<file path="src/pkg/ssr_pkg.sv">
// package: register map, field layout and encodings for the scene store/recall block
package ssr_pkg;

  // avalon word addresses (byte offset / 4), word-addressed slave
  localparam logic [3:0] ADDR_CTRL   = 4'h0;  // bit0 scenes enable
  localparam logic [3:0] ADDR_SCENE  = 4'h1;  // write: scene telegram byte (write-only object)
  localparam logic [3:0] ADDR_STATUS = 4'h2;  // read: contact, learned mask, last slot
  localparam logic [3:0] ADDR_SLOT0  = 4'h8;  // slot i config at ADDR_SLOT0 + i

  // slot config word layout
  localparam int SLOT_NUM_LSB   = 0;   // scene number, 6 bits
  localparam int SLOT_ASSIGN_B  = 8;   // 1 = assigned
  localparam int SLOT_LEARN_B   = 9;   // 1 = storing enabled
  localparam int SLOT_DEFPOS_B  = 10;  // default contact position

  // telegram byte layout
  localparam int TEL_LEARN_B    = 7;
  localparam int TEL_NUM_LSB    = 0;

  // status word layout
  localparam int STAT_POS_B     = 0;
  localparam int STAT_LEARNED_LSB = 8;
  localparam int STAT_HIT_LSB   = 16;
  localparam int STAT_HITV_B    = 19;

  localparam int NUM_SLOTS = 8;

  // contact positions: 0 = no open / nc closed, 1 = no closed / nc open
  localparam logic POS_NO_OPEN   = 1'b0;
  localparam logic POS_NO_CLOSED = 1'b1;

  localparam logic [31:0] RD_ZERO = 32'h0000_0000;

  typedef enum logic [2:0] {
    ST_IDLE = 3'b001,
    ST_EXEC = 3'b010,
    ST_ACK  = 3'b100
  } ssr_state_t;

endpackage

</file>
<file path="src/ssr_scene_store_recall.sv">
// top: scene store/recall handler with avalon-mm register access
`timescale 1ns/1ps

////////////////////////////////////////////////////////////////////////////////
module ssr_scene_store_recall (
  // clock and reset
  input  wire logic        CLOCK,
  input  wire logic        RST,
  // avalon-mm slave
  input  wire logic [3:0]  AVS_ADDRESS,
  input  wire logic        AVS_READ,
  input  wire logic        AVS_WRITE,
  input  wire logic [31:0] AVS_WRITEDATA,
  input  wire logic [3:0]  AVS_BYTEENABLE,
  output logic [31:0]      AVS_READDATA,
  output logic             AVS_WAITREQUEST,
  // relay contact and scene done pulse
  output logic             CONTACT_POS,
  output logic             SCENE_DONE
);

  localparam int N = ssr_pkg::NUM_SLOTS;

  typedef struct packed {
    ssr_pkg::ssr_state_t state_reg;
    logic                enable_reg;
    logic [N-1:0][5:0]   num_reg;
    logic [N-1:0]        assign_reg;
    logic [N-1:0]        learn_reg;
    logic [N-1:0]        def_reg;
    logic [7:0]          tel_reg;
    logic                contact_reg;
    logic                done_reg;
    logic [2:0]          hit_idx_reg;
    logic                hit_v_reg;
    logic [31:0]         rdata_reg;
    logic                wait_reg;
  } ssr_state_s_t;

  ssr_state_s_t s_reg;
  ssr_state_s_t s_next;

  ////////////////////////////////////////////////////////////////////////////////
  // slots
  logic [N-1:0] hit;
  logic [N-1:0] recall_pos;
  logic [N-1:0] learned;
  logic [N-1:0] cfg_load;
  logic         learn_stb;

  // bit 6 of the telegram plays no part
  assign learn_stb = (s_reg.state_reg == ssr_pkg::ST_EXEC) && s_reg.enable_reg
                     && s_reg.tel_reg[ssr_pkg::TEL_LEARN_B];

  genvar gi;
  generate
    for (gi = 0; gi < N; gi++) begin : g_slot
      // eight independent slots
      assign cfg_load[gi] = AVS_WRITE && !s_reg.wait_reg
                            && AVS_ADDRESS == ssr_pkg::ADDR_SLOT0 + 4'(gi);
      ssr_slot u_slot (
        .clk          (CLOCK),
        .rst          (RST),
        .cfg_num      (s_reg.num_reg[gi]),
        .cfg_assigned (s_reg.assign_reg[gi]),
        .cfg_learn_en (s_reg.learn_reg[gi]),
        .cfg_default  (s_reg.def_reg[gi]),
        .cfg_load     (cfg_load[gi]),
        .tel_num      (s_reg.tel_reg[5:0]),
        .learn_stb    (learn_stb),
        .contact_now  (s_reg.contact_reg),
        .hit          (hit[gi]),
        .recall_pos   (recall_pos[gi]),
        .learned      (learned[gi])
      );
    end
  endgenerate

  ////////////////////////////////////////////////////////////////////////////////
  // next state
  logic       any_hit;
  logic [2:0] hit_idx;

  always_comb begin
    any_hit = 1'b0;
    hit_idx = 3'd0;
    // numbers are kept distinct by the configurer; lowest slot wins otherwise
    for (int i = N - 1; i >= 0; i--) begin
      if (hit[i]) begin
        any_hit = 1'b1;
        hit_idx = 3'(i);
      end
    end
  end

  always_comb begin
    s_next = s_reg;
    s_next.done_reg = 1'b0;
    s_next.wait_reg = 1'b1;
    unique case (s_reg.state_reg)
      ssr_pkg::ST_IDLE: begin
        if ((AVS_READ || AVS_WRITE) && s_reg.wait_reg) begin
          s_next.state_reg = ssr_pkg::ST_ACK;
          s_next.wait_reg  = 1'b0;
          s_next.rdata_reg = ssr_pkg::RD_ZERO;
          if (AVS_READ) begin
            if (AVS_ADDRESS == ssr_pkg::ADDR_CTRL) begin
              s_next.rdata_reg[0] = s_reg.enable_reg;
            end else if (AVS_ADDRESS == ssr_pkg::ADDR_STATUS) begin
              s_next.rdata_reg[ssr_pkg::STAT_POS_B] = s_reg.contact_reg;
              s_next.rdata_reg[ssr_pkg::STAT_LEARNED_LSB +: N] = learned;
              s_next.rdata_reg[ssr_pkg::STAT_HIT_LSB +: 3] = s_reg.hit_idx_reg;
              s_next.rdata_reg[ssr_pkg::STAT_HITV_B] = s_reg.hit_v_reg;
            end else if (AVS_ADDRESS >= ssr_pkg::ADDR_SLOT0) begin
              s_next.rdata_reg[ssr_pkg::SLOT_NUM_LSB +: 6] =
                s_reg.num_reg[AVS_ADDRESS[2:0]];
              s_next.rdata_reg[ssr_pkg::SLOT_ASSIGN_B] = s_reg.assign_reg[AVS_ADDRESS[2:0]];
              s_next.rdata_reg[ssr_pkg::SLOT_LEARN_B]  = s_reg.learn_reg[AVS_ADDRESS[2:0]];
              s_next.rdata_reg[ssr_pkg::SLOT_DEFPOS_B] = s_reg.def_reg[AVS_ADDRESS[2:0]];
            end
            // scene object is write-only, reads as zero
          end else begin
            if (AVS_ADDRESS == ssr_pkg::ADDR_CTRL && AVS_BYTEENABLE[0]) begin
              s_next.enable_reg = AVS_WRITEDATA[0];
            end else if (AVS_ADDRESS == ssr_pkg::ADDR_SCENE && AVS_BYTEENABLE[0]) begin
              // one byte carries both perform and learn
              s_next.tel_reg   = AVS_WRITEDATA[7:0];
              s_next.state_reg = ssr_pkg::ST_EXEC;
              s_next.wait_reg  = 1'b1;
            end else if (AVS_ADDRESS >= ssr_pkg::ADDR_SLOT0 && AVS_BYTEENABLE[1:0] == 2'b11) begin
              s_next.num_reg[AVS_ADDRESS[2:0]] = AVS_WRITEDATA[ssr_pkg::SLOT_NUM_LSB +: 6];
              s_next.assign_reg[AVS_ADDRESS[2:0]] = AVS_WRITEDATA[ssr_pkg::SLOT_ASSIGN_B];
              s_next.learn_reg[AVS_ADDRESS[2:0]]  = AVS_WRITEDATA[ssr_pkg::SLOT_LEARN_B];
              // one bit: only the two documented positions exist
              s_next.def_reg[AVS_ADDRESS[2:0]]    = AVS_WRITEDATA[ssr_pkg::SLOT_DEFPOS_B];
            end
          end
        end
      end
      ssr_pkg::ST_EXEC: begin
        // telegram acted on one cycle after capture, and the bus is released in that same cycle
        s_next.state_reg = ssr_pkg::ST_ACK;
        s_next.wait_reg  = 1'b0;
        if (s_reg.enable_reg && any_hit) begin
          s_next.hit_idx_reg = hit_idx;
          s_next.hit_v_reg   = 1'b1;
          s_next.done_reg    = 1'b1;
          if (!s_reg.tel_reg[ssr_pkg::TEL_LEARN_B]) begin
            s_next.contact_reg = recall_pos[hit_idx];
          end
        end
      end
      ssr_pkg::ST_ACK: begin
        s_next.state_reg = ssr_pkg::ST_IDLE;
      end
    endcase
  end

  always_ff @(posedge CLOCK or posedge RST) begin
    if (RST) begin
      s_reg             <= '0;
      s_reg.state_reg   <= ssr_pkg::ST_IDLE;
      s_reg.wait_reg    <= 1'b1;
      s_reg.contact_reg <= ssr_pkg::POS_NO_OPEN;
    end else begin
      s_reg <= s_next;
    end
  end

  assign AVS_READDATA    = s_reg.rdata_reg;
  assign AVS_WAITREQUEST = s_reg.wait_reg;
  assign CONTACT_POS     = s_reg.contact_reg;
  assign SCENE_DONE      = s_reg.done_reg;

  ////////////////////////////////////////////////////////////////////////////////
  // checks
  perform_drive_a: assert property (@(posedge CLOCK) disable iff (RST)
    (s_reg.state_reg == ssr_pkg::ST_EXEC && s_reg.enable_reg && any_hit
     && !s_reg.tel_reg[7]) |=> (CONTACT_POS == $past(recall_pos[hit_idx])))
    else $error("perform did not drive stored position");

  disabled_quiet_a: assert property (@(posedge CLOCK) disable iff (RST)
    (s_reg.state_reg == ssr_pkg::ST_EXEC && !s_reg.enable_reg) |=> $stable(CONTACT_POS) && !SCENE_DONE)
    else $error("scene acted while disabled");

  learn_hold_a: assert property (@(posedge CLOCK) disable iff (RST)
    (s_reg.state_reg == ssr_pkg::ST_EXEC && s_reg.tel_reg[7]) |=> $stable(CONTACT_POS))
    else $error("learn moved the contact");

  no_match_a: assert property (@(posedge CLOCK) disable iff (RST)
    (s_reg.state_reg == ssr_pkg::ST_EXEC && !any_hit) |=> !SCENE_DONE && $stable(CONTACT_POS))
    else $error("unmatched telegram acted");

  default_recall_a: assert property (@(posedge CLOCK) disable iff (RST)
    (s_reg.state_reg == ssr_pkg::ST_EXEC && s_reg.enable_reg && any_hit && !s_reg.tel_reg[7]
     && !s_reg.learn_reg[hit_idx]) |=> (CONTACT_POS == $past(s_reg.def_reg[hit_idx])))
    else $error("locked slot did not give default");

  bus_answer_a: assert property (@(posedge CLOCK) disable iff (RST)
    ((AVS_READ || AVS_WRITE) && AVS_WAITREQUEST && s_reg.state_reg == ssr_pkg::ST_IDLE)
    |-> ##[1:2] !AVS_WAITREQUEST)
    else $error("bus request not answered in time");

  wait_pulse_a: assert property (@(posedge CLOCK) disable iff (RST)
    !AVS_WAITREQUEST |=> AVS_WAITREQUEST)
    else $error("waitrequest low longer than one cycle");

  done_pulse_a: assert property (@(posedge CLOCK) disable iff (RST)
    SCENE_DONE |=> !SCENE_DONE)
    else $error("done longer than one cycle");

  perform_c: cover property (@(posedge CLOCK) disable iff (RST)
    SCENE_DONE && !s_reg.tel_reg[7]);
  learn_c: cover property (@(posedge CLOCK) disable iff (RST)
    SCENE_DONE && s_reg.tel_reg[7]);
  contact_flip_c: cover property (@(posedge CLOCK) disable iff (RST)
    $changed(CONTACT_POS));

endmodule

</file>
<file path="src/ssr_slot.sv">
// one scene slot: configuration match and stored contact position
`timescale 1ns/1ps
module ssr_slot (
  // clock and reset
  input  wire logic       clk,
  input  wire logic       rst,
  // configuration
  input  wire logic [5:0] cfg_num,
  input  wire logic       cfg_assigned,
  input  wire logic       cfg_learn_en,
  input  wire logic       cfg_default,
  input  wire logic       cfg_load,
  // telegram
  input  wire logic [5:0] tel_num,
  input  wire logic       learn_stb,
  input  wire logic       contact_now,
  // results
  output logic            hit,
  output logic            recall_pos,
  output logic            learned
);

  typedef struct packed {
    logic pos_reg;
    logic learned_reg;
  } ssr_slot_state_t;

  ssr_slot_state_t s_reg;
  ssr_slot_state_t s_next;

  // unassigned slot never matches
  assign hit = cfg_assigned && (cfg_num == tel_num);

  // storing disabled recalls the default, else learned or default content
  assign recall_pos = cfg_learn_en ? s_reg.pos_reg : cfg_default;
  assign learned = s_reg.learned_reg;

  always_comb begin
    s_next = s_reg;
    if (cfg_load) begin
      // default serves as content until the first learn
      s_next.pos_reg     = cfg_default;
      s_next.learned_reg = 1'b0;
    end else if (learn_stb && hit && cfg_learn_en) begin
      s_next.pos_reg     = contact_now;
      s_next.learned_reg = 1'b1;
    end
    // learn with storing disabled leaves the content alone
  end

  always_ff @(posedge clk or posedge rst) begin
    if (rst) begin
      s_reg <= '0;
    end else begin
      s_reg <= s_next;
    end
  end

  stored_learn_a: assert property (@(posedge clk) disable iff (rst)
    (learn_stb && hit && cfg_learn_en && !cfg_load) |=> (s_reg.pos_reg == $past(contact_now)))
    else $error("slot did not store contact position");

  locked_slot_a: assert property (@(posedge clk) disable iff (rst)
    (!cfg_learn_en && !cfg_load) |=> $stable(s_reg.pos_reg))
    else $error("slot changed with storing disabled");

endmodule

</file>
<file path="config.mk">
export PLATFORM = sky130hd
export DESIGN_NAME = ssr_scene_store_recall
export DESIGN_NICKNAME = d
export VERILOG_FILES = /design/src/pkg/ssr_pkg.sv /design/src/ssr_scene_store_recall.sv /design/src/ssr_slot.sv
export SDC_FILE = /design/constraint.sdc
export NUM_CORES = 1
export LEC_CHECK = 0
export ABC_AREA = 1
export BUFFER_PORTS_ARGS = -buffer_cell sky130_fd_sc_hd__buf_2
export CAP_MARGIN = 20
export CELL_PAD_IN_SITES_DETAIL_PLACEMENT = 0
export CELL_PAD_IN_SITES_GLOBAL_PLACEMENT = 1
export CORE_MARGIN = 3
export CORE_UTILIZATION = 47
export CTS_CLUSTER_SIZE = 14
export DETAILED_ROUTE_END_ITERATION = 12
export GPL_ROUTABILITY_DRIVEN = 0
export PLACE_DENSITY = 0.95
export SLEW_MARGIN = 20
export SYNTH_ARGS = -nofsm -noshare
export SYNTH_HDL_FRONTEND = slang
export SYNTH_HIERARCHICAL = 1
export SYNTH_SLANG_ARGS = --single-unit
export TNS_END_PERCENT = 20
</file>
<file path="constraint.sdc">
create_clock -name CLOCK -period 6.4 [get_ports CLOCK]
set_clock_uncertainty 0.05 [all_clocks]
set_input_delay 1.92 -clock CLOCK [delete_from_list [all_inputs] [get_ports CLOCK]]
set_output_delay 1.92 -clock CLOCK [all_outputs]
set_load 0.03 [all_outputs]
</file>
Word level (Yosys, flattened, before mapping)
Cells that the tools add are included.
- memory bits (writable): 0
- logic and storage cells: 211
- bits in latches: 0
- memory bits (read-only): 0
- output and inout bits: 35
- memories: 0
- register bits: 125
- bitwise logic cells: 4
- order comparisons: 4
- reduce and logical (&&, ||, !) cells: 58
- multiplexer cells: 86
- add/subtract/negate cells: 0
- div/mod/pow operators: 0
- shift operators: 0
- multiply operators: 0
- equal/unequal tests: 23
- operators by type and width (kind ; count):
    84-bit two-way mux ; 2
    72-bit two-way mux ; 2
    80-bit two-way mux ; 1
    48-bit bitwise mux ; 1
    6-bit == test ; 8
    1-bit logical AND ; 41
    3-bit two-way mux ; 12
    4-bit == test, second input constant ; 8
    2-bit two-way mux ; 16
    1-bit two-way mux ; 28
    8-bit bitwise mux ; 3
    12-bit two-way mux ; 2
    6-bit two-way mux ; 4
    5-bit two-way mux ; 4
    6-bit binary-select mux with 3-bit select ; 1
    6-bit demux with 3-bit select ; 1
    2-bit nonzero test ; 8
    1-bit binary-select mux with 3-bit select ; 4
    9-bit two-way mux ; 1
    3-bit case mux with 3 select lines ; 1
    3-bit by 4-bit < comparator with 1-bit output, second input constant ; 2
    8-bit two-way mux ; 1
    6-bit AND reduction ; 1
    5-bit AND reduction ; 1
    other kinds (18) ; 22

Logic depth before layout (Yosys ltp)
Gate-level depths: netlist of the first run.
- word-level depth: 13
- gate-level depth with buffers: 19
- gate-level depth less buffers: 19

By module
Netlist of the first run, hierarchy kept.
- modules (own cells, without submodules) (module ; times used ; seq. area each (µm²) ; cells each ; area an instance (µm²)):
    ssr_scene_store_recall ; 1 ; 2705.1 ; 590 ; 5225.0
    ssr_slot ; 8 ; 50.0 ; 68 ; 342.8

Worst setup path after synthesis of the first run
OpenSTA, ideal clock, no wires.
- path kind: input -> register
- start: in AVS_ADDRESS[2]
- end: reg (tool-made name)
- buffers on the path: 2
- arrival: 3.701 ns
- stages on the path: 9
- path slack: 2.522 ns
- path through: buf_4 nor2_2 inv_1 nor3_1 nor4_4 nand4_4 buf_6 nand2_1 o21ai_1
- RTL lines (what ; RTL line ; text):
    start, declared ; ssr_scene_store_recall.sv:10 ; input wire logic [3:0] AVS_ADDRESS,

==> summary.txt, run 1 <==
CTS
  • CTS resizes: 0
  • Hold_buf cts: 0
  • Post CTS Setup Buffer Count: 0
  • Clock H-tree levels: 4
  • Clock sink total: around 120
  • CTS max path bufs: 2
  • Clock root buffer master: clkbuf_16
  • CTS tree: yes
  • Clk_lat worst skew: 0.43 ns
  • CTS Buf Count: 17
  • Clock transition at path regs: about 0.06 ns

Timing
  • Final Hold Viols: 0
  • PnR worst setup slack: between 2 and 2.5 ns
  • RSZ-0062 raised after global routing: false
  • Final Max Tran Viols: 0
  • Final Cycle Share: 66.2%
  • Worst-margin pin slew: 1.12 ns
  • Crit path time final: roughly 4.2 ns
  • Max transition margin: 24.7%
  • Hold WS: 0.401 ns
  • Setup Viol. Count Final: 0
  • F_max: about 240 MHz
  • Setup TNS: 0 ns

Floorplanning
  • FP Rows: 46
  • Core box area: around 16,000 um2
  • Starting Density: 49.1%
  • Chip height: 136 um
  • Die ar.: 18,600 um2
  • Die width: 136 um
  • IO Pins: ~80

Worst hold path
  • Worst min path class: reg2reg
  • Min-Delay Path Depth: 2
  • Hold_sp: s_reg[33]

Critical path
  • CP Max Fanout: 20
  • CP max stage cell: nor4_4
  • Crit path launch: AVS_ADDRESS[0]
  • CP endpoint kind: register
  • Crit path top cell by count: nand2_4
  • Critical setup path kind: in2reg
  • Worst Reg-to-Reg Cells: 7
  • WP data arrival: 4.48 ns
  • Crit path required time: 6.65 ns
  • Worst-path cell chain: buf_2 > inv_6 > nand2_4 > inv_2 > nand2_4 > nor2_2 > nor4_4 > nand4_4 > nand2_1 > o21ai_1
  • Startpoint Class: input port
  • Max incr delay on CP: roughly 0.9 ns
  • Origin of the critical flop-to-flop path: s_reg[120]

Placed design
  • Post-Place Cells: about 1,400
  • Worst slack at placement: ~1.8 ns
  • Port-buffer cells: 40
  • Post-DP HPWL: around 16,000 um
  • Post-DP Area: 8120 um2

Route
  • Wire per inst: 15.5 um
  • Routed Wire Length: 21,400 um
  • Vias post-DR: 7,055
  • Vias per std cell: 5.10
  • Antenna Nets Post-Route: 0
  • Drt pass-1 iters: 5
  • Iter 0 DRT Violations: 465
  • DR DRC count: 0

Power
  • Peak VDD IR: 0.210 mV
  • Switching share of total power: 34.9%
  • Clock share of power: 37.0%
  • Sequential power share: 39.9%
  • Switching power: 0.858 mW
  • Power density over the cells: 284 nW/um2
  • P_leak: 4.31 nW
  • Internal power: between 1.5 and 2 mW
  • Comb pwr share: ~23%

Global route
  • Global route overflow: 0
  • Initial antenna violation count: 0
  • Number of global-route vias before repair: 6,354
  • First-pass GRT wire length: 34,200 um
  • Total GRT Usage: 24.2%
  • Largest net degree at the start of global routing: 74

Yosys
  • FF+latch count, synth: 124
  • Mapped Cells: 1,134
  • Syn avg cell area: 7.03 um2
  • Distinct cells, synth: 39
  • Ys Warns: 6
  • Sequential element share of the synthesized area: 39.0%
  • Mapped cell area: 7970 um2

Final layout
  • Fin area: about 8700 um2
  • P&R area growth vs syn: 8.97%
  • Most common cell after layout, fill and taps aside: nand2_1
  • Nets: 1,198
  • Non-filler cells, final: 1,383
  • Layout cell share with drive strength beyond 1: 12.9%
  • ANT cells: 0
  • Commonest non-fill, non-tap cells in the layout: nand2_1, inv_1, dfrtp_1

Job
  • MaxCap Viol Count: 0

Outcome
  • Status: finished clean
==> power by group through the flow <==
stage	Clock [mW]	Combinational (mW)	Sequential, mW
after global routing	0.957	0.646	0.998
after floorplan	0	0.465	0.962
after CTS	0.920	0.567	0.982
final	0.911	0.569	0.983
after detailed placement	0	0.564	0.995
after global placement	0	0.556	0.991
==> path summary, 6_finish.rpt <==
check	end	slack, ns
max in group asynchronous	AVS_WAITREQUEST	3.55
worst max-delay path	register	2.17
worst max register to register	register	3.46
worst min register to register	s_reg[33]	0.40
min in group asynchronous	g_slot[0].u_slot/s_reg[1]	1.41
worst min-delay path	s_reg[33]	0.40
==> kinds of logic (layout without fill, tap and decap cells) <==
family / count (synthesis) / after routing / synth area share [%]
compound gates: 175 / 175 / 12.5
xor+xnor: 8 / 8 / 0.879
buf+inv: 258 / 278 / 14.6
flops: 124 / 124 / 39.0
other cells: 1 / 14 / 0.0471
simple gates: 568 / 568 / 33.0
==> cells in the mapped netlist <==
master     number  share of area [%]
inv_4           1              0.079
nor4_4          1               0.27
a22oi_1        21                2.0
a31oi_1         2               0.16
buf_6           8                1.1
clkinv_1        2              0.094
nand2_2         9               0.71
dfrtp_1       122                 38
nand4_4         6                1.6
clkbuf_1       11               0.52
nand2_1       384                 18
buf_4          33                3.1
a32o_1          7               0.88
nand3_2        24                3.0
a221oi_1        7               0.77
nor4_1          1              0.079
nand3b_1        2               0.19
o2111ai_1       1               0.11
buf_2           2               0.13
nand3_4         2               0.44
inv_1         190                9.0
o21a_1          1              0.094
nand3_1        35                2.2
inv_6           1               0.11
o21ai_1        72                4.5
conb_1          1              0.047
o21ai_0        28                1.8
nor2_1         72                3.4
nor2_2         10               0.79
nor3_1          9               0.57
xnor2_1         8               0.88
buf_1           1              0.047
nand4_1         2               0.16
dfstp_2         2               0.66
a21oi_1        36                2.3
inv_2           9               0.42
or2_2           1              0.079
nand2_4         2               0.28
nor2_4          8                1.1
==> per-layer routing <==
layer	GRT usage, %	vias to the layer above	routed length, um	part of all wire (%)
met5	0	-	0	0
met1	33.6	3246	9940	46
met3	5.03	45	1310	6.1
li1	-	3547	-	-
met4	8.90	0	556	2.6
met2	37.4	217	9630	45
==> per-stage QoR <==
step | utilization (%) | power [mW]
2_1_floorplan | - | 1.43
3_3_place_gp | 50.0 | 1.55
3_5_place_dp | 50.0 | 1.56
4_1_cts | 53.5 | 2.47
5_1_grt | 53.5 | 2.60
6_report | 53.5 | 2.46
==> final cells by class <==
class | instances | area [um2]
Timing Repair Buffer | 43 | 223
Multi-Input combinational cell | 765 | 3750
Fill cell | 1612 | 7550
Clock inverter | 13 | 120
Sequential cell | 124 | 3110
Inverter | 203 | 772
Clock buffer | 19 | 443
Tap cell | 216 | 270
==> critical path: cells and delay by family <==
family	cells	cell delay [ns]
compound gates	1	0.09
buf+inv	3	0.59
simple gates	6	1.85
(Power assumes the default switching activity.)
==> inputs of run 2 (changes only) <==
- CORE_UTILIZATION: 47 -> 43
- PLACE_DENSITY: 0.95 -> 0.92
- clock period: 6.4 -> 4 ns (I/O delays scaled with it)
==> run 2 against run 1 <==
Sequential power is 60% higher. Final area is 2.1% higher. Flip-flop and latch count stayed put. Sequential share of layout area is 0.72 points lower. Core utilization is 4.5 points lower. Global-route usage is 2.4 points lower. Clock power is 83% higher.
==> summary.txt, run 2 (synthesis gave the netlist of run 1 again) <==
Placed design
  • Post-Place Cells: 1,374 (was 1,351)
  • Port-buffer cells: 40 (unchanged)
  • Post-DP Area: 8220 um2 (was 8120 um2)
  • Post-DP HPWL: 15,900 um (about the same)

Timing
  • F_max: 352 MHz
  • Final Max Tran Viols: 0 (unchanged)
  • Max transition margin: 42.6% (was 24.7%)
  • Setup TNS: 0 ns (unchanged)
  • Worst-margin pin slew: 0.861 ns (was 1.12 ns)
  • RSZ-0062 raised after global routing: false (unchanged)
  • Hold WS: 0.410 ns (was 0.401 ns)
  • Final Hold Viols: 0 (unchanged)
  • Crit path time final: 2.84 ns
  • Setup Viol. Count Final: 0 (unchanged)
  • Final Cycle Share: 71.0%

Global route
  • First-pass GRT wire length: 34,500 um (was 34,200 um)
  • Total GRT Usage: 21.8% (was 24.2%)
  • Met1 Resource Use GR: 31.9% (was 33.6%)
  • GRT busiest layer: met2 (unchanged)
  • Initial antenna violation count: 0 (unchanged)
  • Largest net degree at the start of global routing: 53 (was 74)
  • Number of global-route vias before repair: 6,392 (was 6,354)
  • Global route overflow: 0 (unchanged)
  • GR Layer Usage met3: 4.60% (was 5.03%)
  • Met2 usage: 33.6% (was 37.4%)

CTS
  • Clock root buffer master: clkbuf_16 (unchanged)
  • CTS max path bufs: 2 (unchanged)
  • Clock H-tree levels: 4 (unchanged)
  • Clock transition at path regs: 0.06 ns (about the same)
  • Clk_lat worst skew: 0.42 ns (was 0.43 ns)
  • Post CTS Setup Buffer Count: 0 (unchanged)
  • Hold_buf cts: 0 (unchanged)
  • CTS Buf Count: 17 (unchanged)
  • CTS tree: yes (unchanged)
  • CTS resizes: 0 (unchanged)
  • Clock sink total: 124 (unchanged)

Critical path
  • Startpoint Class: input port (unchanged)
  • WP data arrival: 3.09 ns (was 4.48 ns)
  • Worst-path cell chain: buf_2 > inv_6 > nand2_4 > inv_2 > nand2_4 > nor2_2 > nor4_4 > buf_4 > nand4_4 > nand2_1 > o21ai_1 (was buf_2 > inv_6 > nand2_4 > inv_2 > nand2_4 > nor2_2 > nor4_4 > nand4_4 > nand2_1 > o21ai_1)
  • CP max stage cell: buf_2 (was nor4_4)
  • Reg2reg setup slack: 1.20 ns (was 3.46 ns)
  • Crit path required time: 4.25 ns (was 6.65 ns)
  • Crit path top cell by count: nand2_4 (unchanged)
  • CP endpoint kind: register (unchanged)
  • Worst Reg-to-Reg Cells: 12 (was 7)
  • CP Max Fanout: 20 (unchanged)
  • Critical setup path kind: in2reg (unchanged)
  • Max incr delay on CP: 0.30 ns (was 0.91 ns)

Route
  • Iter 0 DRT Violations: 598 (was 465)
  • Vias post-DR: 7,011 (was 7,055)
  • DR DRC count: 0 (unchanged)
  • Antenna Nets Post-Route: 0 (unchanged)
  • Drt pass-1 iters: 8 (was 5)
  • Wire per inst: 15.1 um (was 15.5 um)
  • Vias per std cell: 4.99 (was 5.10)
  • Routed Wire Length: 21,300 um (was 21,400 um)

Floorplanning
  • Die width: 142 um (was 136 um)
  • Starting Density: 44.1% (was 49.1%)
  • Core box area: 18,100 um2 (was 16,200 um2)
  • IO Pins: 79 (unchanged)
  • Chip height: 142 um (was 136 um)
  • Die ar.: 20,200 um2 (was 18,600 um2)
  • FP Rows: 49 (was 46)

Worst hold path
  • Worst min path class: reg2reg (unchanged)
  • Min-Delay Path Depth: 2 (unchanged)

Final layout
  • Fin area: 8860 um2 (was 8680 um2)
  • Area of the multi-input gates: 3750 um2 (unchanged)
  • Most common cell after layout, fill and taps aside: nand2_1 (unchanged)
  • Final-layout fill cell count: 1,767 (was 1,612)
  • Commonest non-fill, non-tap cells in the layout: nand2_1, inv_1, dfrtp_1 (unchanged)
  • Reg area: 3110 um2 (unchanged)
  • Non-filler cells, final: 1,406 (was 1,383)
  • Post-layout util: 49.0% (was 53.5%)
  • P&R area growth vs syn: 11.2% (was 8.97%)
  • Nets: 1,208 (was 1,198)
  • ANT cells: 0 (unchanged)
  • Layout cell share with drive strength beyond 1: 13.6% (was 12.9%)

Outcome
  • Status: finished clean (unchanged)

Power
  • Power density over the cells: 471 nW/um2 (was 284 nW/um2)
  • P_leak: 4.41 nW (was 4.31 nW)
  • Peak VDD IR: 0.357 mV (was 0.210 mV)

Job
  • MaxCap Viol Count: 0 (unchanged)
run 2: cell types whose count changed in the layout (fill, tap and decap cells not counted), moves of 2 or more:
cell        previous run  this run
buf_4                  3        12
clkbuf_8               1         3
bufinv_16              1         4
clkinvlp_4             6         3
run 2: metal layers:
layer,up-vias,part of all wire [%],wire length (um)
met5,-,0,0
met3,19,6.8,1450
met4,0,1.0,218
met1,3200,48,10200
li1,3563,-,-
met2,229,44,9450
run 2: path summary, 6_finish.rpt:
check	startpoint	end
setup / recovery	AVS_ADDRESS[0]	register
hold / removal	s_reg[33]	s_reg[33]
setup reg to reg	s_reg[40]	CONTACT_POS
hold reg to reg	s_reg[33]	s_reg[33]
max in group asynchronous	RST	async pin
min in group asynchronous	RST	g_slot[5].u_slot/s_reg[1]
run 2: layout make-up:
| cell class | count | share of cell area (%) |
|---|---|---|
| Clock inverter | 10 | 1.84 |
| Tap cell | 229 | 3.23 |
| Inverter | 203 | 8.73 |
| Clock buffer | 22 | 5.35 |
| Multi-Input combinational cell | 765 | 42.3 |
| Timing Repair Buffer | 53 | 3.50 |
| Sequential cell | 124 | 35.0 |
run 2: critical path: cells and delay by family:
kind / cells / cell delay [ns]
compound gates: 1 / 0.07
buf+inv: 4 / 0.86
simple gates: 6 / 0.94
run 2: where the power goes:
part	leakage [nW]	switching, mW	internal [mW]	total (mW)
Combinational	2.43	0.623	0.314	0.937
Clock	0.306	0.576	1.09	1.67
Sequential	1.67	0.175	1.39	1.57
run 2: metrics by stage:
stage / power, mW / setup WS (ns)
2_1_floorplan: 2.28 / 0.842
3_3_place_gp: 2.50 / 0.765
3_5_place_dp: 2.51 / 0.744
4_1_cts: 4.18 / 1.16
5_1_grt: 4.38 / 0.942
6_report: 4.17 / 1.16
==> inputs of run 3 (changes only) <==
- CORE_UTILIZATION: 43 -> 39
- PLACE_DENSITY: 0.92 -> 0.89
- clock period: 4 -> 2.27 ns (I/O delays scaled with it)
==> run 3 against run 2 <==
Cell count grew 8.1%. Largest power group is now sequential cells. Highest routed layer unchanged. Critical path depth is 7 higher. Hold slack got worse by 0.23 ns.
==> summary.txt, run 3 (synthesis gave the netlist of run 1 again) <==
Route
  • Iter 0 DRT Violations: 723 (was 598)
  • DR DRC count: 0 (unchanged)
  • Vias per std cell: 4.77 (was 4.99)
  • Antenna Nets Post-Route: 0 (unchanged)
  • Wire per inst: 14.9 um (was 15.1 um)
  • Vias post-DR: 7,257 (was 7,011)
  • Routed Wire Length: 22,600 um (was 21,300 um)
  • Drt pass-1 iters: 5 (was 8)

CTS
  • Clock root buffer master: clkbuf_16 (unchanged)
  • CTS tree: yes (unchanged)
  • Clock H-tree levels: 4 (unchanged)
  • Clock transition at path regs: 0.06 ns (about the same)
  • Clock sink total: 124 (unchanged)
  • CTS Buf Count: 17 (unchanged)
  • Hold_buf cts: 0 (unchanged)
  • Clk_lat worst skew: 0.42 ns (about the same)
  • CTS max path bufs: 2 (unchanged)

Final layout
  • ANT cells: 0 (unchanged)
  • Post-layout util: 48.4% (was 49.0%)
  • Nets: 1,287 (was 1,208)
  • Most common cell after layout, fill and taps aside: nand2_1 (unchanged)
  • Layout cell share with drive strength beyond 1: 20.5% (was 13.6%)
  • Commonest non-fill, non-tap cells in the layout: nand2_1, inv_1, dfrtp_1 (unchanged)
  • Non-filler cells, final: 1,520 (was 1,406)
  • P&R area growth vs syn: 20.3% (was 11.2%)

Placed design
  • Port-buffer cells: 40 (unchanged)
  • Post-Place Cells: 1,480 (was 1,374)
  • Post-DP HPWL: 16,800 um (was 15,900 um)

Critical path
  • Startpoint Class: register (was input port)
  • Crit path required time: 2.58 ns (was 4.25 ns)
  • WP data arrival: 2.54 ns (was 3.09 ns)
  • Critical setup path kind: reg2reg (was in2reg)
  • CP Max Fanout: 6 (was 20)
  • CP endpoint kind: register (unchanged)

Timing
  • Final Max Tran Viols: 0 (unchanged)
  • Crit path time final: between 2 and 2.5 ns
  • Final Hold Viols: 0 (unchanged)
  • Worst-margin pin slew: 0.619 ns (was 0.861 ns)
  • Max transition margin: 58.7% (was 42.6%)
  • Setup Viol. Count Final: 0 (unchanged)
  • F_max: 448 MHz
  • Final Cycle Share: between 90% and 100%
  • RSZ-0062 raised after global routing: true (was false)

Global route
  • Number of global-route vias before repair: 6,770 (was 6,392)
  • First-pass GRT wire length: 36,000 um (was 34,500 um)
  • Largest net degree at the start of global routing: 109 (was 53)
  • Global route overflow: 0 (unchanged)
  • Total GRT Usage: 20.7% (was 21.8%)
  • Initial antenna violation count: 0 (unchanged)

Floorplanning
  • FP Rows: 51 (was 49)
  • IO Pins: 79 (unchanged)
  • Core box area: 19,800 um2 (was 18,100 um2)
  • Chip height: 149 um (was 142 um)
  • Die width: 149 um (was 142 um)
  • Starting Density: 40.3% (was 44.1%)
  • Die ar.: 22,200 um2 (was 20,200 um2)

Power
  • P_leak: 4.82 nW (was 4.41 nW)
  • Peak VDD IR: 0.555 mV (was 0.357 mV)
  • Power density over the cells: 774 nW/um2 (was 471 nW/um2)

Worst hold path
  • Worst min path class: in2async (was reg2reg)

Job
  • MaxCap Viol Count: 0 (unchanged)

Outcome
  • Status: finished clean (unchanged)
## run 3: final timing paths
path                                start                        end  slack, ns  depth (start not counted)
worst max-delay path            s_reg[44]                CONTACT_POS       0.04                         18
worst min-delay path                  RST  g_slot[6].u_slot/s_reg[1]       0.18                          2
worst max register to register  s_reg[44]                CONTACT_POS       0.04                         18
worst min register to register  s_reg[33]                  s_reg[33]       0.40                          2
max in group asynchronous             RST                  s_reg[43]       1.18                          3
min in group CLOCK              s_reg[33]                  s_reg[33]       0.40                          2
## run 3: what timing repair did
action	CTS	global route
setup endpoints to repair	77	30
pin swaps	1	6
cloned	0	0
setup buffers	1	8
gates resized for setup	5	24
## run 3: cell type report
| cell class | count | area, um2 |
|---|---|---|
| clock inverters | 7 | 87.6 |
| inverters | 203 | 773 |
| clock buffers | 24 | 492 |
| multi-input cells | 765 | 3810 |
| well taps | 265 | 332 |
| flip-flops and latches | 124 | 3110 |
| fillers | 1928 | 10200 |
| repair buffers | 132 | 975 |
## run 3: worst max-delay path, cell delays in order, from the launching register on
cell,delay (ns)
dfrtp_2,0.45
buf_2,0.22
inv_1,0.07
nand2_1,0.06
nand2_1,0.06
nor2_2,0.13
nand2_2,0.08
nor2_4,0.14
inv_1,0.10
nand2_2,0.10
nand2_1,0.05
nand2_1,0.07
nand2_2,0.11
buf_4,0.15
nand3b_1,0.07
nand3_1,0.08
nand3b_1,0.08
nand3_1,0.06
nand2_1,0.05
## run 3: per-stage QoR
step | total power [mW] | hold slack (ns) | setup slack, ns | TNS, ns | area (um2)
2_1_floorplan | 4.02 | 0.370 | -0.369 | -23.04 | 8020
3_3_place_gp | 4.62 | 0.378 | -0.618 | -42.71 | 8820
3_5_place_dp | 4.66 | 0.392 | -0.670 | -45.69 | 8820
4_1_cts | 7.35 | 0.176 | -0.0533 | -0.0533 | 9430
5_1_grt | 7.83 | 0.182 | -0.0899 | -0.109 | 9580
6_report | 7.42 | 0.176 | 0.0400 | 0 | 9580
## run 3: where the power goes
group	internal [mW]	total, mW	switching [mW]
logic	0.780	2.02	1.24
clock network	1.72	2.69	0.977
registers	2.46	2.70	0.240
total	4.96	7.42	2.46
## run 3: per-layer routing
metal / GRT usage (%) / part of all wire (%) / vias up
met1: 30.5 / 49 / 3308
met3: 4.01 / 5.5 / 23
li1: - / - / 3710
met2: 31.9 / 44 / 216
met5: 0 / 0 / -
met4: 4.16 / 1.2 / 0
